File: config.mk
export PLATFORM = sky130hd
export DESIGN_NAME = clg_lut_cells
export DESIGN_NICKNAME = d
export VERILOG_FILES = /design/src/design/clg_pkg.sv /design/src/design/clg_lut_cells.sv
export SDC_FILE = /design/constraint.sdc
export NUM_CORES = 1
export LEC_CHECK = 0
export ABC_AREA = 0
export BUFFER_PORTS_ARGS = -buffer_cell sky130_fd_sc_hd__buf_2
export CAP_MARGIN = 20
export CORE_MARGIN = 2
export CORE_UTILIZATION = 40
export CTS_CLUSTER_DIAMETER = 30
export CTS_CLUSTER_SIZE = 28
export DETAILED_ROUTE_END_ITERATION = 8
export PLACE_DENSITY_LB_ADDON = 0.25
export SYNTH_ARGS = -nofsm -noshare
export SYNTH_HDL_FRONTEND = slang
export SYNTH_SLANG_ARGS = --single-unit
File: constraint.sdc
create_clock -name clk -period 5.6 [get_ports clk]
set_input_delay 0.56 -clock clk [delete_from_list [all_inputs] [get_ports clk]]
set_output_delay 0.56 -clock clk [all_outputs]
set_load 0.1 [all_outputs]
File: src/design/clg_pkg.sv
package clg_pkg;
    localparam int NCELL = 4;
    localparam int AW = 8;
    localparam int DW = 8;
    // ----------------------------------------
    // Register map
    // ----------------------------------------
    localparam logic [AW-1:0] OFS_MODULE_CTRL = 8'h00;
    localparam logic [AW-1:0] OFS_INT_CTRL = 8'h05;
    localparam logic [AW-1:0] OFS_INT_FLAGS = 8'h07;
    localparam logic [AW-1:0] OFS_CELL_FIRST = 8'h08;
    localparam logic [AW-1:0] OFS_CELL_LAST = 8'h17;
    localparam logic [1:0] SLOT_CELL_CONTROL = 2'h0;
    localparam logic [1:0] SLOT_SELECT_LOW = 2'h1;
    localparam logic [1:0] SLOT_SELECT_HIGH = 2'h2;
    localparam logic [1:0] SLOT_TRUTH = 2'h3;
    localparam logic [DW-1:0] RESET_VALUE = 8'h00;
    localparam logic [DW-1:0] MODULE_CTRL_MASK = 8'h41;
    localparam int MOD_ENABLE_BIT = 0;
    // ----------------------------------------
    // Cell control fields
    // ----------------------------------------
    localparam int CA_ENABLE_BIT = 0;
    localparam int CA_CLKSEL_LSB = 1;
    localparam int CA_FILT_LSB = 4;
    localparam int CA_PIN_BIT = 6;
    localparam int SEL_IN1_LSB = 4;
    localparam int SEL_IN0_LSB = 0;
    localparam int SEL_IN2_LSB = 0;
    localparam logic [1:0] FILT_NONE = 2'h0;
    localparam logic [1:0] FILT_SYNC = 2'h1;
    localparam logic [1:0] FILT_FILTER = 2'h2;
    localparam logic [2:0] CLK_PERIPH = 3'h0;
    localparam logic [2:0] CLK_TBIT2 = 3'h1;
    localparam logic [2:0] CLK_FAST = 3'h4;
    localparam logic [2:0] CLK_SLOW = 3'h5;
    localparam logic [2:0] CLK_SLOW_DIV = 3'h6;
    localparam logic [4:0] SLOW_DIV_LAST = 5'h1f;
    localparam logic [1:0] INT_RISE = 2'h1;
    localparam logic [1:0] INT_FALL = 2'h2;
    localparam logic [1:0] INT_BOTH = 2'h3;
    // ----------------------------------------
    // Input source codes
    // ----------------------------------------
    localparam logic [3:0] SRC_MASK = 4'h0;
    localparam logic [3:0] SRC_FEEDBACK = 4'h1;
    localparam logic [3:0] SRC_LINK = 4'h2;
    localparam logic [3:0] SRC_EVENT_A = 4'h3;
    localparam logic [3:0] SRC_EVENT_B = 4'h4;
    localparam logic [3:0] SRC_PIN = 4'h5;
    localparam logic [3:0] SRC_COMPARATOR = 4'h6;
    localparam logic [3:0] SRC_ZERO_CROSS = 4'h7;
    localparam logic [3:0] SRC_SERIAL = 4'h8;
    localparam logic [3:0] SRC_SPI = 4'h9;
    localparam logic [3:0] SRC_TIMER_A = 4'ha;
    localparam logic [3:0] SRC_TIMER_B = 4'hb;
    localparam logic [3:0] SRC_TIMER_D = 4'hc;

    typedef struct packed {
        logic [AW-1:0] addr;
        logic [DW-1:0] wdata;
        logic wr;
        logic rd;
    } clg_bus_t;

    typedef struct packed {
        logic [NCELL-1:0] event_line_a;
        logic [NCELL-1:0] event_line_b;
        logic [NCELL-1:0] cell_pin_input_0;
        logic [NCELL-1:0] cell_pin_input_1;
        logic [NCELL-1:0] cell_pin_input_2;
        logic comparator_zero_output;
        logic zero_cross_three_output;
        logic serial_port_zero_tx;
        logic serial_port_one_tx;
        logic spi_unit_zero_mosi;
        logic spi_unit_zero_sck;
        logic [2:0] timer_a_unit_wo;
        logic [2:0] timer_b_unit_wo;
        logic [2:0] timer_d_unit_wo;
    } clg_src_t;
endpackage

File: src/design/clg_lut_cells.sv
// Our own choice: the address-and-strobe port.
`timescale 1ns/1ns
`default_nettype none
module clg_lut_cells
    import clg_pkg::*;
(
    input wire logic clk,
    input wire logic rst_n,
    input wire clg_bus_t bus,
    output logic [DW-1:0] rdata,
    input wire clg_src_t src,
    input wire logic fast_internal_oscillator,
    input wire logic slow_internal_oscillator,
    output logic [NCELL-1:0] cell_out,
    output logic [NCELL-1:0] cell_pin_out,
    output logic [NCELL-1:0] cell_pin_oe_n,
    output logic [NCELL/2-1:0] seq_clk_en
);
    // ----------------------------------------
    // Helpers
    // ----------------------------------------
    function automatic logic [1:0] cell_of(input logic [AW-1:0] a);
        logic [2:0] t;
        t = a[4:2] - 3'd2;
        return t[1:0];
    endfunction

    // Peripheral sources are assumed valid; SPI and serial legality is up to
    // the caller so no mode qualification happens here.
    function automatic logic pick_input(input logic [3:0] code, input int k, input int n,
                                        input logic fb, input logic lnk, input clg_src_t s);
        logic v;
        v = 1'b0;
        case (code)
            SRC_FEEDBACK: v = fb;
            SRC_LINK: v = lnk;
            SRC_EVENT_A: v = s.event_line_a[n];
            SRC_EVENT_B: v = s.event_line_b[n];
            SRC_PIN: begin
                v = (k == 0) ? s.cell_pin_input_0[n] :
                    (k == 1) ? s.cell_pin_input_1[n] : s.cell_pin_input_2[n];
            end
            SRC_COMPARATOR: v = s.comparator_zero_output;
            SRC_ZERO_CROSS: v = s.zero_cross_three_output;
            SRC_SERIAL: v = (k == 0) ? s.serial_port_zero_tx : s.serial_port_one_tx;
            SRC_SPI: v = (k == 2) ? s.spi_unit_zero_sck : s.spi_unit_zero_mosi;
            SRC_TIMER_A: v = s.timer_a_unit_wo[k];
            SRC_TIMER_B: v = s.timer_b_unit_wo[k];
            SRC_TIMER_D: v = s.timer_d_unit_wo[k];
            default: v = 1'b0;
        endcase
        return v;
    endfunction

    // ----------------------------------------
    // Registers
    // ----------------------------------------
    logic [DW-1:0] mod_ctrl_q;
    logic [DW-1:0] int_ctrl_q;
    logic [NCELL-1:0] flags_q;
    logic [NCELL-1:0] flags_d;
    logic [NCELL-1:0] flag_set;
    logic [DW-1:0] ctrl_a_q [NCELL];
    logic [DW-1:0] sel_low_q [NCELL];
    logic [DW-1:0] sel_high_q [NCELL];
    logic [DW-1:0] truth_q [NCELL];
    logic [DW-1:0] rdata_q;
    logic [DW-1:0] rmux;
    logic [NCELL-1:0] out_q;
    logic [NCELL-1:0] pin_q;
    logic [NCELL-1:0] cell_clk_en;

    wire module_on = mod_ctrl_q[MOD_ENABLE_BIT];
    wire in_cells = (bus.addr >= OFS_CELL_FIRST) && (bus.addr <= OFS_CELL_LAST);
    wire [1:0] wr_cell = cell_of(bus.addr);
    wire [1:0] wr_slot = bus.addr[1:0];
    wire cell_wr = bus.wr && in_cells && !module_on;
    // Decodes shared by the write and read paths
    wire hit_module = (bus.addr == OFS_MODULE_CTRL);
    wire hit_int = (bus.addr == OFS_INT_CTRL);
    wire hit_flags = (bus.addr == OFS_INT_FLAGS);
    wire flags_wr = bus.wr && hit_flags;

    // Set wins over a simultaneous write-one clear
    assign flags_d = (flags_q & ~(flags_wr ? bus.wdata[NCELL-1:0] : '0)) | flag_set;

    always_ff @(posedge clk or negedge rst_n) begin
        if (!rst_n) begin
            mod_ctrl_q <= RESET_VALUE;
        end else if (bus.wr && hit_module) begin
            mod_ctrl_q <= bus.wdata & MODULE_CTRL_MASK;
        end
    end

    always_ff @(posedge clk or negedge rst_n) begin
        if (!rst_n) begin
            int_ctrl_q <= RESET_VALUE;
        end else if (bus.wr && hit_int) begin
            int_ctrl_q <= bus.wdata;
        end
    end

    always_ff @(posedge clk or negedge rst_n) begin
        if (!rst_n) begin
            flags_q <= '0;
        end else begin
            flags_q <= flags_d;
        end
    end

    always_ff @(posedge clk or negedge rst_n) begin
        if (!rst_n) begin
            for (int i = 0; i < NCELL; i++) begin
                ctrl_a_q[i] <= RESET_VALUE;
                sel_low_q[i] <= RESET_VALUE;
                sel_high_q[i] <= RESET_VALUE;
                truth_q[i] <= RESET_VALUE;
            end
        end else if (cell_wr) begin
            case (wr_slot)
                SLOT_CELL_CONTROL: ctrl_a_q[wr_cell] <= bus.wdata;
                SLOT_SELECT_LOW: sel_low_q[wr_cell] <= bus.wdata;
                SLOT_SELECT_HIGH: sel_high_q[wr_cell] <= {4'h0, bus.wdata[3:0]};
                default: truth_q[wr_cell] <= bus.wdata;
            endcase
        end
    end

    // ----------------------------------------
    // Read path
    // ----------------------------------------
    always_comb begin
        rmux = '0;
        if (hit_module) begin
            rmux = mod_ctrl_q;
        end else if (hit_int) begin
            rmux = int_ctrl_q;
        end else if (hit_flags) begin
            rmux = {4'h0, flags_q};
        end else if (in_cells) begin
            case (wr_slot)
                SLOT_CELL_CONTROL: rmux = ctrl_a_q[wr_cell];
                SLOT_SELECT_LOW: rmux = sel_low_q[wr_cell];
                SLOT_SELECT_HIGH: rmux = sel_high_q[wr_cell];
                default: rmux = truth_q[wr_cell];
            endcase
        end
    end

    // Zero outside the answer cycle, so a stale read never lingers on the bus
    always_ff @(posedge clk or negedge rst_n) begin
        if (!rst_n) begin
            rdata_q <= '0;
        end else begin
            rdata_q <= bus.rd ? rmux : '0;
        end
    end
    assign rdata = rdata_q;

    // ----------------------------------------
    // Oscillator edge enables
    // ----------------------------------------
    // Oscillators are sampled as levels, so each source must run well below
    // half of clk; the fast one is only as good as that sampling allows.
    logic fast_q;
    logic slow_q;
    logic [4:0] slow_cnt_q;
    wire fast_rise = fast_internal_oscillator & ~fast_q;
    wire slow_rise = slow_internal_oscillator & ~slow_q;
    wire slow_div_rise = slow_rise && (slow_cnt_q == SLOW_DIV_LAST);

    always_ff @(posedge clk or negedge rst_n) begin
        if (!rst_n) begin
            fast_q <= 1'b0;
            slow_q <= 1'b0;
        end else begin
            fast_q <= fast_internal_oscillator;
            slow_q <= slow_internal_oscillator;
        end
    end

    // Counter runs while every cell is off, so the divided tick keeps its phase
    always_ff @(posedge clk or negedge rst_n) begin
        if (!rst_n) begin
            slow_cnt_q <= '0;
        end else if (slow_rise) begin
            slow_cnt_q <= slow_cnt_q + 5'd1;
        end
    end

    // ----------------------------------------
    // Cells
    // ----------------------------------------
    for (genvar n = 0; n < NCELL; n++) begin : g_cell
        logic in0;
        logic in1;
        logic in2;
        logic raw;
        logic tbit2_q;
        logic s1_q;
        logic s2_q;
        logic s3_q;
        logic s4_q;
        logic prev_q;
        logic out_d;
        logic [1:0] mode;
        wire [DW-1:0] ca = ctrl_a_q[n];
        wire cell_on = module_on && ca[CA_ENABLE_BIT];
        wire [2:0] csel = ca[CA_CLKSEL_LSB +: 3];
        wire [1:0] fsel = ca[CA_FILT_LSB +: 2];
        wire lnk = out_q[(n + 1) % NCELL];
        wire shift_en = cell_on && cell_clk_en[n] && (fsel == FILT_SYNC || fsel == FILT_FILTER);
        wire stage_load = !cell_on || shift_en;
        wire out_load = stage_load || fsel == FILT_NONE || fsel == 2'h3;
        wire [3:0] stages_d = cell_on ? {raw, s1_q, s2_q, s3_q} : 4'h0;
        wire out_next = cell_on && out_d;

        assign in1 = pick_input(sel_low_q[n][SEL_IN1_LSB +: 4], 1, n,
                                out_q[n], lnk, src);
        assign in0 = pick_input(sel_low_q[n][SEL_IN0_LSB +: 4], 0, n,
                                out_q[n], lnk, src);
        assign in2 = pick_input(sel_high_q[n][SEL_IN2_LSB +: 4], 2, n,
                                out_q[n], lnk, src);
        // Disabled cell forces the table output low
        assign raw = cell_on && truth_q[n][{in2, in1, in0}];

        always_comb begin
            case (csel)
                CLK_PERIPH: cell_clk_en[n] = 1'b1;
                CLK_TBIT2: cell_clk_en[n] = in2 & ~tbit2_q;
                CLK_FAST: cell_clk_en[n] = fast_rise;
                CLK_SLOW: cell_clk_en[n] = slow_rise;
                CLK_SLOW_DIV: cell_clk_en[n] = slow_div_rise;
                default: cell_clk_en[n] = 1'b0;
            endcase
        end

        // Filter holds the output until three synced samples agree
        always_comb begin
            case (fsel)
                FILT_SYNC: out_d = s2_q;
                FILT_FILTER: out_d = (s2_q == s3_q && s3_q == s4_q) ? s2_q : out_q[n];
                default: out_d = raw;
            endcase
        end

        assign mode = int_ctrl_q[2*n +: 2];
        assign flag_set[n] = (mode == INT_RISE && out_q[n] && !prev_q) ||
                             (mode == INT_FALL && !out_q[n] && prev_q) ||
                             (mode == INT_BOTH && out_q[n] != prev_q);

        // ----------------------------------------
        // Cell state
        // ----------------------------------------
        // Third input is registered so its rising edge can act as the cell clock
        always_ff @(posedge clk or negedge rst_n) begin
            if (!rst_n) begin
                tbit2_q <= 1'b0;
                prev_q <= 1'b0;
            end else begin
                tbit2_q <= in2;
                prev_q <= out_q[n];
            end
        end

        always_ff @(posedge clk or negedge rst_n) begin
            if (!rst_n) begin
                pin_q[n] <= 1'b0;
            end else begin
                pin_q[n] <= cell_on && ca[CA_PIN_BIT];
            end
        end

        // Stages clear while off so a re-enabled cell never replays old samples
        always_ff @(posedge clk or negedge rst_n) begin
            if (!rst_n) begin
                {s1_q, s2_q, s3_q, s4_q} <= 4'h0;
            end else if (stage_load) begin
                {s1_q, s2_q, s3_q, s4_q} <= stages_d;
            end
        end

        always_ff @(posedge clk or negedge rst_n) begin
            if (!rst_n) begin
                out_q[n] <= 1'b0;
            end else if (out_load) begin
                out_q[n] <= out_next;
            end
        end
    end

    for (genvar p = 0; p < NCELL / 2; p++) begin : g_pair
        assign seq_clk_en[p] = cell_clk_en[2*p];
    end

    // ----------------------------------------
    // Outputs
    // ----------------------------------------
    // Pin copy is the registered output, so the pin never shows table glitches
    assign cell_out = out_q;
    assign cell_pin_out = out_q;
    assign cell_pin_oe_n = ~pin_q;
endmodule
`default_nettype wire

; Word level (Yosys, flattened, before mapping)
; Cells that the tools add are included.
[word_totals]
out_inout_bits = 22
elab_cells = 453
in_bits = 57
reg_bits = 189
[classes]
add_sub_neg = 2
order_cmp = 8
n_mux = 61
n_reduce_logical = 108
bitwise_logic = 18
eq_ne = 201
[op_table]
columns = op, n
row1 = $eq 4x4->1 const B, 60
row2 = $eq 4x3->1 const B, 48
row3 = $pmux 1 s12, 12
row4 = $bwmux 32, 4
row5 = $mux 8, 14
row6 = $eq 4x2->1 const B, 24
row7 = $bmux 8 s2, 4
row8 = $logic_and 1x1->1, 56
row9 = $eq 4x1->1 const B, 12
row10 = $eq 3x3->1 const B, 12
row11 = $eq 2x2->1 const B, 17
row12 = $logic_or 1x1->1, 24
row13 = $pmux 8 s3, 1
row14 = $mux 4, 5
row15 = $pmux 1 s5, 4
row16 = $eq 2x1->1 const B, 9
row17 = $demux 8 s2, 1
row18 = $eq 8x3->1 const B, 2
row19 = $lt 3x4->1 const B, 4
row20 = $logic_not 1->1, 13
row21 = $bmux 1 s3, 4
row22 = $eq 3x1->1 const B, 4
row23 = $logic_not 3->1, 4
row24 = $logic_not 2->1, 5
row25 = 20 further kinds, 55

; Longest topological paths before layout
[depth]
ltp_word = 11
ltp_mapped = 11
depth_no_buf = 10

; Worst setup path after synthesis
; No wires, ideal clock.
[synth_path]
path_type = input -> register
start = in src[14] in the netlist's numbering
end = reg g_cell[2].s1_q
setup_time_ns = 0.100
path_slack_ns = 1.339
required_ns = 5.500
path_stages = 7
t_arrival_ns = 4.161
path_cell_list = clkbuf_1 mux2_2 a21oi_1 mux4_2 o41ai_2 nand2_1 o31ai_1
[synth_via]
elab_chain_cells = 6
elab_cells_between_ends = 12
[synth_lines]
columns = item, line_no
row1 = start: declaration, clg_lut_cells.sv:11  ; input wire clg_src_t src,
row2 = $pmux 1 s12, clg_lut_cells.sv:34  ; case (code)
row3 = $and 1x1->1, clg_lut_cells.sv:230  ; CLK_TBIT2: cell_clk_en[n] = in2 & ~tbit2_q;
row4 = $pmux 1 s5, clg_lut_cells.sv:228  ; case (csel)
row5 = via seq_clk_en[1], clg_lut_cells.sv:17  ; output logic [NCELL/2-1:0] seq_clk_en
row6 = $logic_and 1x1->1 (2 in series), clg_lut_cells.sv:212  ; wire shift_en = cell_on && cell_clk_en[n] && (fsel == FILT_SYNC || fsel == FILT_FILTER);
row7 = $logic_or 1x1->1, clg_lut_cells.sv:213  ; wire stage_load = !cell_on || shift_en;
row8 = end signal: assignment, clg_lut_cells.sv:279  ; {s1_q, s2_q, s3_q, s4_q} <= stages_d;
row9 = end: declaration, clg_lut_cells.sv:200  ; logic s1_q;
; The timed path passes the listed nets, and every way through them passes these cells. The select of a mux whose other input is x is not followed.
; A chain may end at the register's enable or synchronous reset.

; Worst setup path after layout
[layout_path]
start = reg out_q[2], in the netlist g_cell[1].lnk
end = out seq_clk_en[1]
[layout_via]
elab_chain_cells = 3
[layout_lines]
columns = item, line_no
row1 = start: declaration, clg_lut_cells.sv:69  ; logic [NCELL-1:0] out_q;
row2 = start signal: indexed assignment, clg_lut_cells.sv:287  ; out_q[n] <= out_next;
row3 = $pmux 1 s12, clg_lut_cells.sv:34
row4 = $and 1x1->1, clg_lut_cells.sv:230
row5 = $pmux 1 s5, clg_lut_cells.sv:228
row6 = end: declaration, clg_lut_cells.sv:17
; Every way passes these cells.

==> results.ini <==
[run_status]
status = complete, no violations

[cells_and_area]
regArea_sq_um = 4330
nFillCells = 2408
area_growth_pct = 11.0
drive_above_1_share_pct = 32.2
nNetsFinal = 1026
diodes = 0
fin_util_pct = 44.8
multi_input_area_sq_um = 5710

[clock_network]
cts_tree = done
cts.sinks = 173
cts_hold_buf = 0
cts.htree.levels = 4
cts_made_buffers = 17
cts_buffer_depth = 2
cts_setup_buffers = 0
cts_root_buf = clkbuf_16
post_cts_resized = 0
clk_pin_slew_worst_paths_ns = 0.07
clk_latency_ns = 0.44

[critical_path]
crit_family = multiplexers
r2r-end = g_cell[0].lnk
critPathMaxStageDelay_ns = 0.72
rrSetupSlack_ns = 2.61
cp-end-kind = output port
crit_path_end = seq_clk_en[1]
arrival_ns = 3.24
crit_buf_inv = 2
critPathLaunchType = flop
worstPathCellList = mux4_1, inv_1, mux4_2, o41ai_2, buf_2
startpoint = g_cell[1].lnk
r2r_cells = 7
r2r-start = g_cell[0].lnk
cp_slowest_cell = dfrtp_1
crit_cells = 5
crit_required_ns = 5.04
critPathMaxFanout = 14
path_class = reg2out

[synth]
ys.flop_type = dfrtp_1
yosys.cell_count.top_type = dfrtp_1
synth_top_area_share_pct = 41.4
synth_compound_area_share_pct = 11.9
ys_ff_latch = 173
synth.area.top_cells = dfrtp_1 (41%), mux2_2 (14%), mux4_2 (8.4%), mux2i_1 (4.0%), nand2_1 (2.5%)
syn_inst = 908
synth_area_per_cell_sq_um = 11.5
ys_types = 85
yosys_warnings = 0
syn_area_sq_um = 10500
synthArstFlopShare_pct = 100
synth-xor-area-share_pct = 0.335
yosysTopAreaCell = dfrtp_1
synthesis.nets = 983
synth_seq_area_share_pct = 41.4
yosys-top-cells-count = dfrtp_1 (173), mux2_2 (126), nand2_1 (70)
synth_edf_count = 0
synth-adder-area-share_pct = 2.15
synth-simple-area-share_pct = 12.3
synth_top_family_by_area = multiplexers
synthMuxAreaShare_pct = 28.0

[power_and_ir_drop]
p_leak_nw = 5.17
power_w = 0.00309
irDropWorstVdd_uv = 208
power_density_nw_per_um2 = 266

[grt]
antenna_found_initial = 2
grt_pass1_vias = 7576
grt_first_pass_wirelength_microns = 46300
grt_max_degree = 87
grt_usage_pct = 22.2
grt.overflow.total = 0

[job]
maxCapViolCount = 0

[timing]
fin_skew_ns = 0.00966
fin_setup_tns_ns = 0
hold_viol = 0
max_slew.worst_pin.slew_ns = 0.915
setup_viol = 0
period_needed_ns = 3.80
whs_ns = 0.160
rsz0062_at_grt = no
finalMaxSlewViolations = 0
min_period_over_period_pct = 67.9
timing.slew.headroom_pct = 39.0
clock.fmax_mhz = 263

[route]
vias = 7739
viasPerCell = 5.96
dr.pass1.iters = 5
drc = 0
antenna_left = 0
dr.first_iter.drc_count = 695
wl_per_cell_microns = 23.4
wl_microns = 30500

[floorplan]
start_util_pct = 40.4
coreArea_sq_um = 25900
die_y_microns = 166
row_count = 59
die_w_microns = 166
num_io_pins = 79
fp.dieArea_sq_um = 27500

[min_path]
min_path_type = in2async

[place]
port-buffer-count = 78
place_congestion = 0.904
hpwl_microns = 22100

[report_power, final]
| part | internal [W] | switching [W] |
|---|---|---|
| clock | 0.000642 | 0.000551 |
| sequential | 0.00132 | 0.000101 |
| combinational | 0.000216 | 0.000264 |
[per-stage QoR]
stage,worst slack (ns),area (sq um),instances
finish,1.80,11600,1299
global route,1.64,11600,1299
CTS,1.80,11600,1299
detailed placement,1.92,11000,1267
global placement,2.04,11000,1267
floorplan,1.34,10500,908
[flip-flops by register name, indices dropped and copies added, names as in the netlist, 5 cells and up]
name        cells
g_cell.ca      32
sel_low_q      32
truth_q        32
sel_high_q     16
int_ctrl_q      8
rdata           8
slow_cnt_q      5
[cells by family (layout without fill, tap and decap cells)]
family	Yosys count	count (layout)
AND/OR/NAND/NOR	236	236
adder cells (fa/ha/maj)	18	18
AO/OA/AOI/OAI	166	166
flip-flops	173	173
buffers and inverters	96	152
multiplexers	215	215
XOR/XNOR	4	4
[per-layer routing]
layer  track usage (%)  part of all wire, %  vias up  wire length (microns)
met5                 0                    0        -                      0
met4              6.65                  2.0        0                    622
met3              3.93                  5.8       33                   1780
met2              35.0                   47      229                  14400
met1              31.5                   45     3980                  13600
li1                  -                    -     3497                      -
[worst min path at each step]
stage / slack, ns / cells after the start / to / from
after floorplan: 0.26 / 0 / fast_q / rst_n
after global placement: 0.46 / 1 / slow_cnt_q[3] / slow_cnt_q[3]
after detailed placement: 0.46 / 1 / slow_cnt_q[3] / slow_cnt_q[3]
after CTS: 0.21 / 1 / slow_q / rst_n
after global routing: 0.23 / 1 / slow_q / slow_internal_oscillator
final: 0.16 / 1 / slow_q / rst_n
[placed cells by master (no fill, tap or decap), drive strengths merged, types with 4 or more instances in the layout]
cell	synthesis	routed
a22oi	8	8
inv	37	46
nor2	40	40
o211ai	7	7
ha	18	18
mux2	126	126
and3b	5	5
o22ai	9	9
and2	4	4
nand4	13	13
a2111oi	4	4
nand2b	17	17
o31ai	4	4
and3	9	9
nor3	4	4
nand2	70	70
a221oi	5	5
nand3	20	20
dfrtp	173	173
or3	4	4
a31oi	5	5
a21o	6	6
a21oi	22	22
a211oi	11	11
o21ai	44	44
nor2b	20	20
clkbuf	29	18
mux4	47	47
mux2i	42	42
nand3b	13	13
buf	30	83
[final cells by class]
class / instances / share of cell area (%)
Inverter: 37 / 1.22
Clock inverter: 14 / 1.24
Multi-Input combinational cell: 639 / 49.2
Timing Repair Buffer: 83 / 3.74
Clock buffer: 18 / 3.78
Tap cell: 335 / 3.61
Sequential cell: 173 / 37.3
No activity file was read; power rests on OpenSTA's default activity.
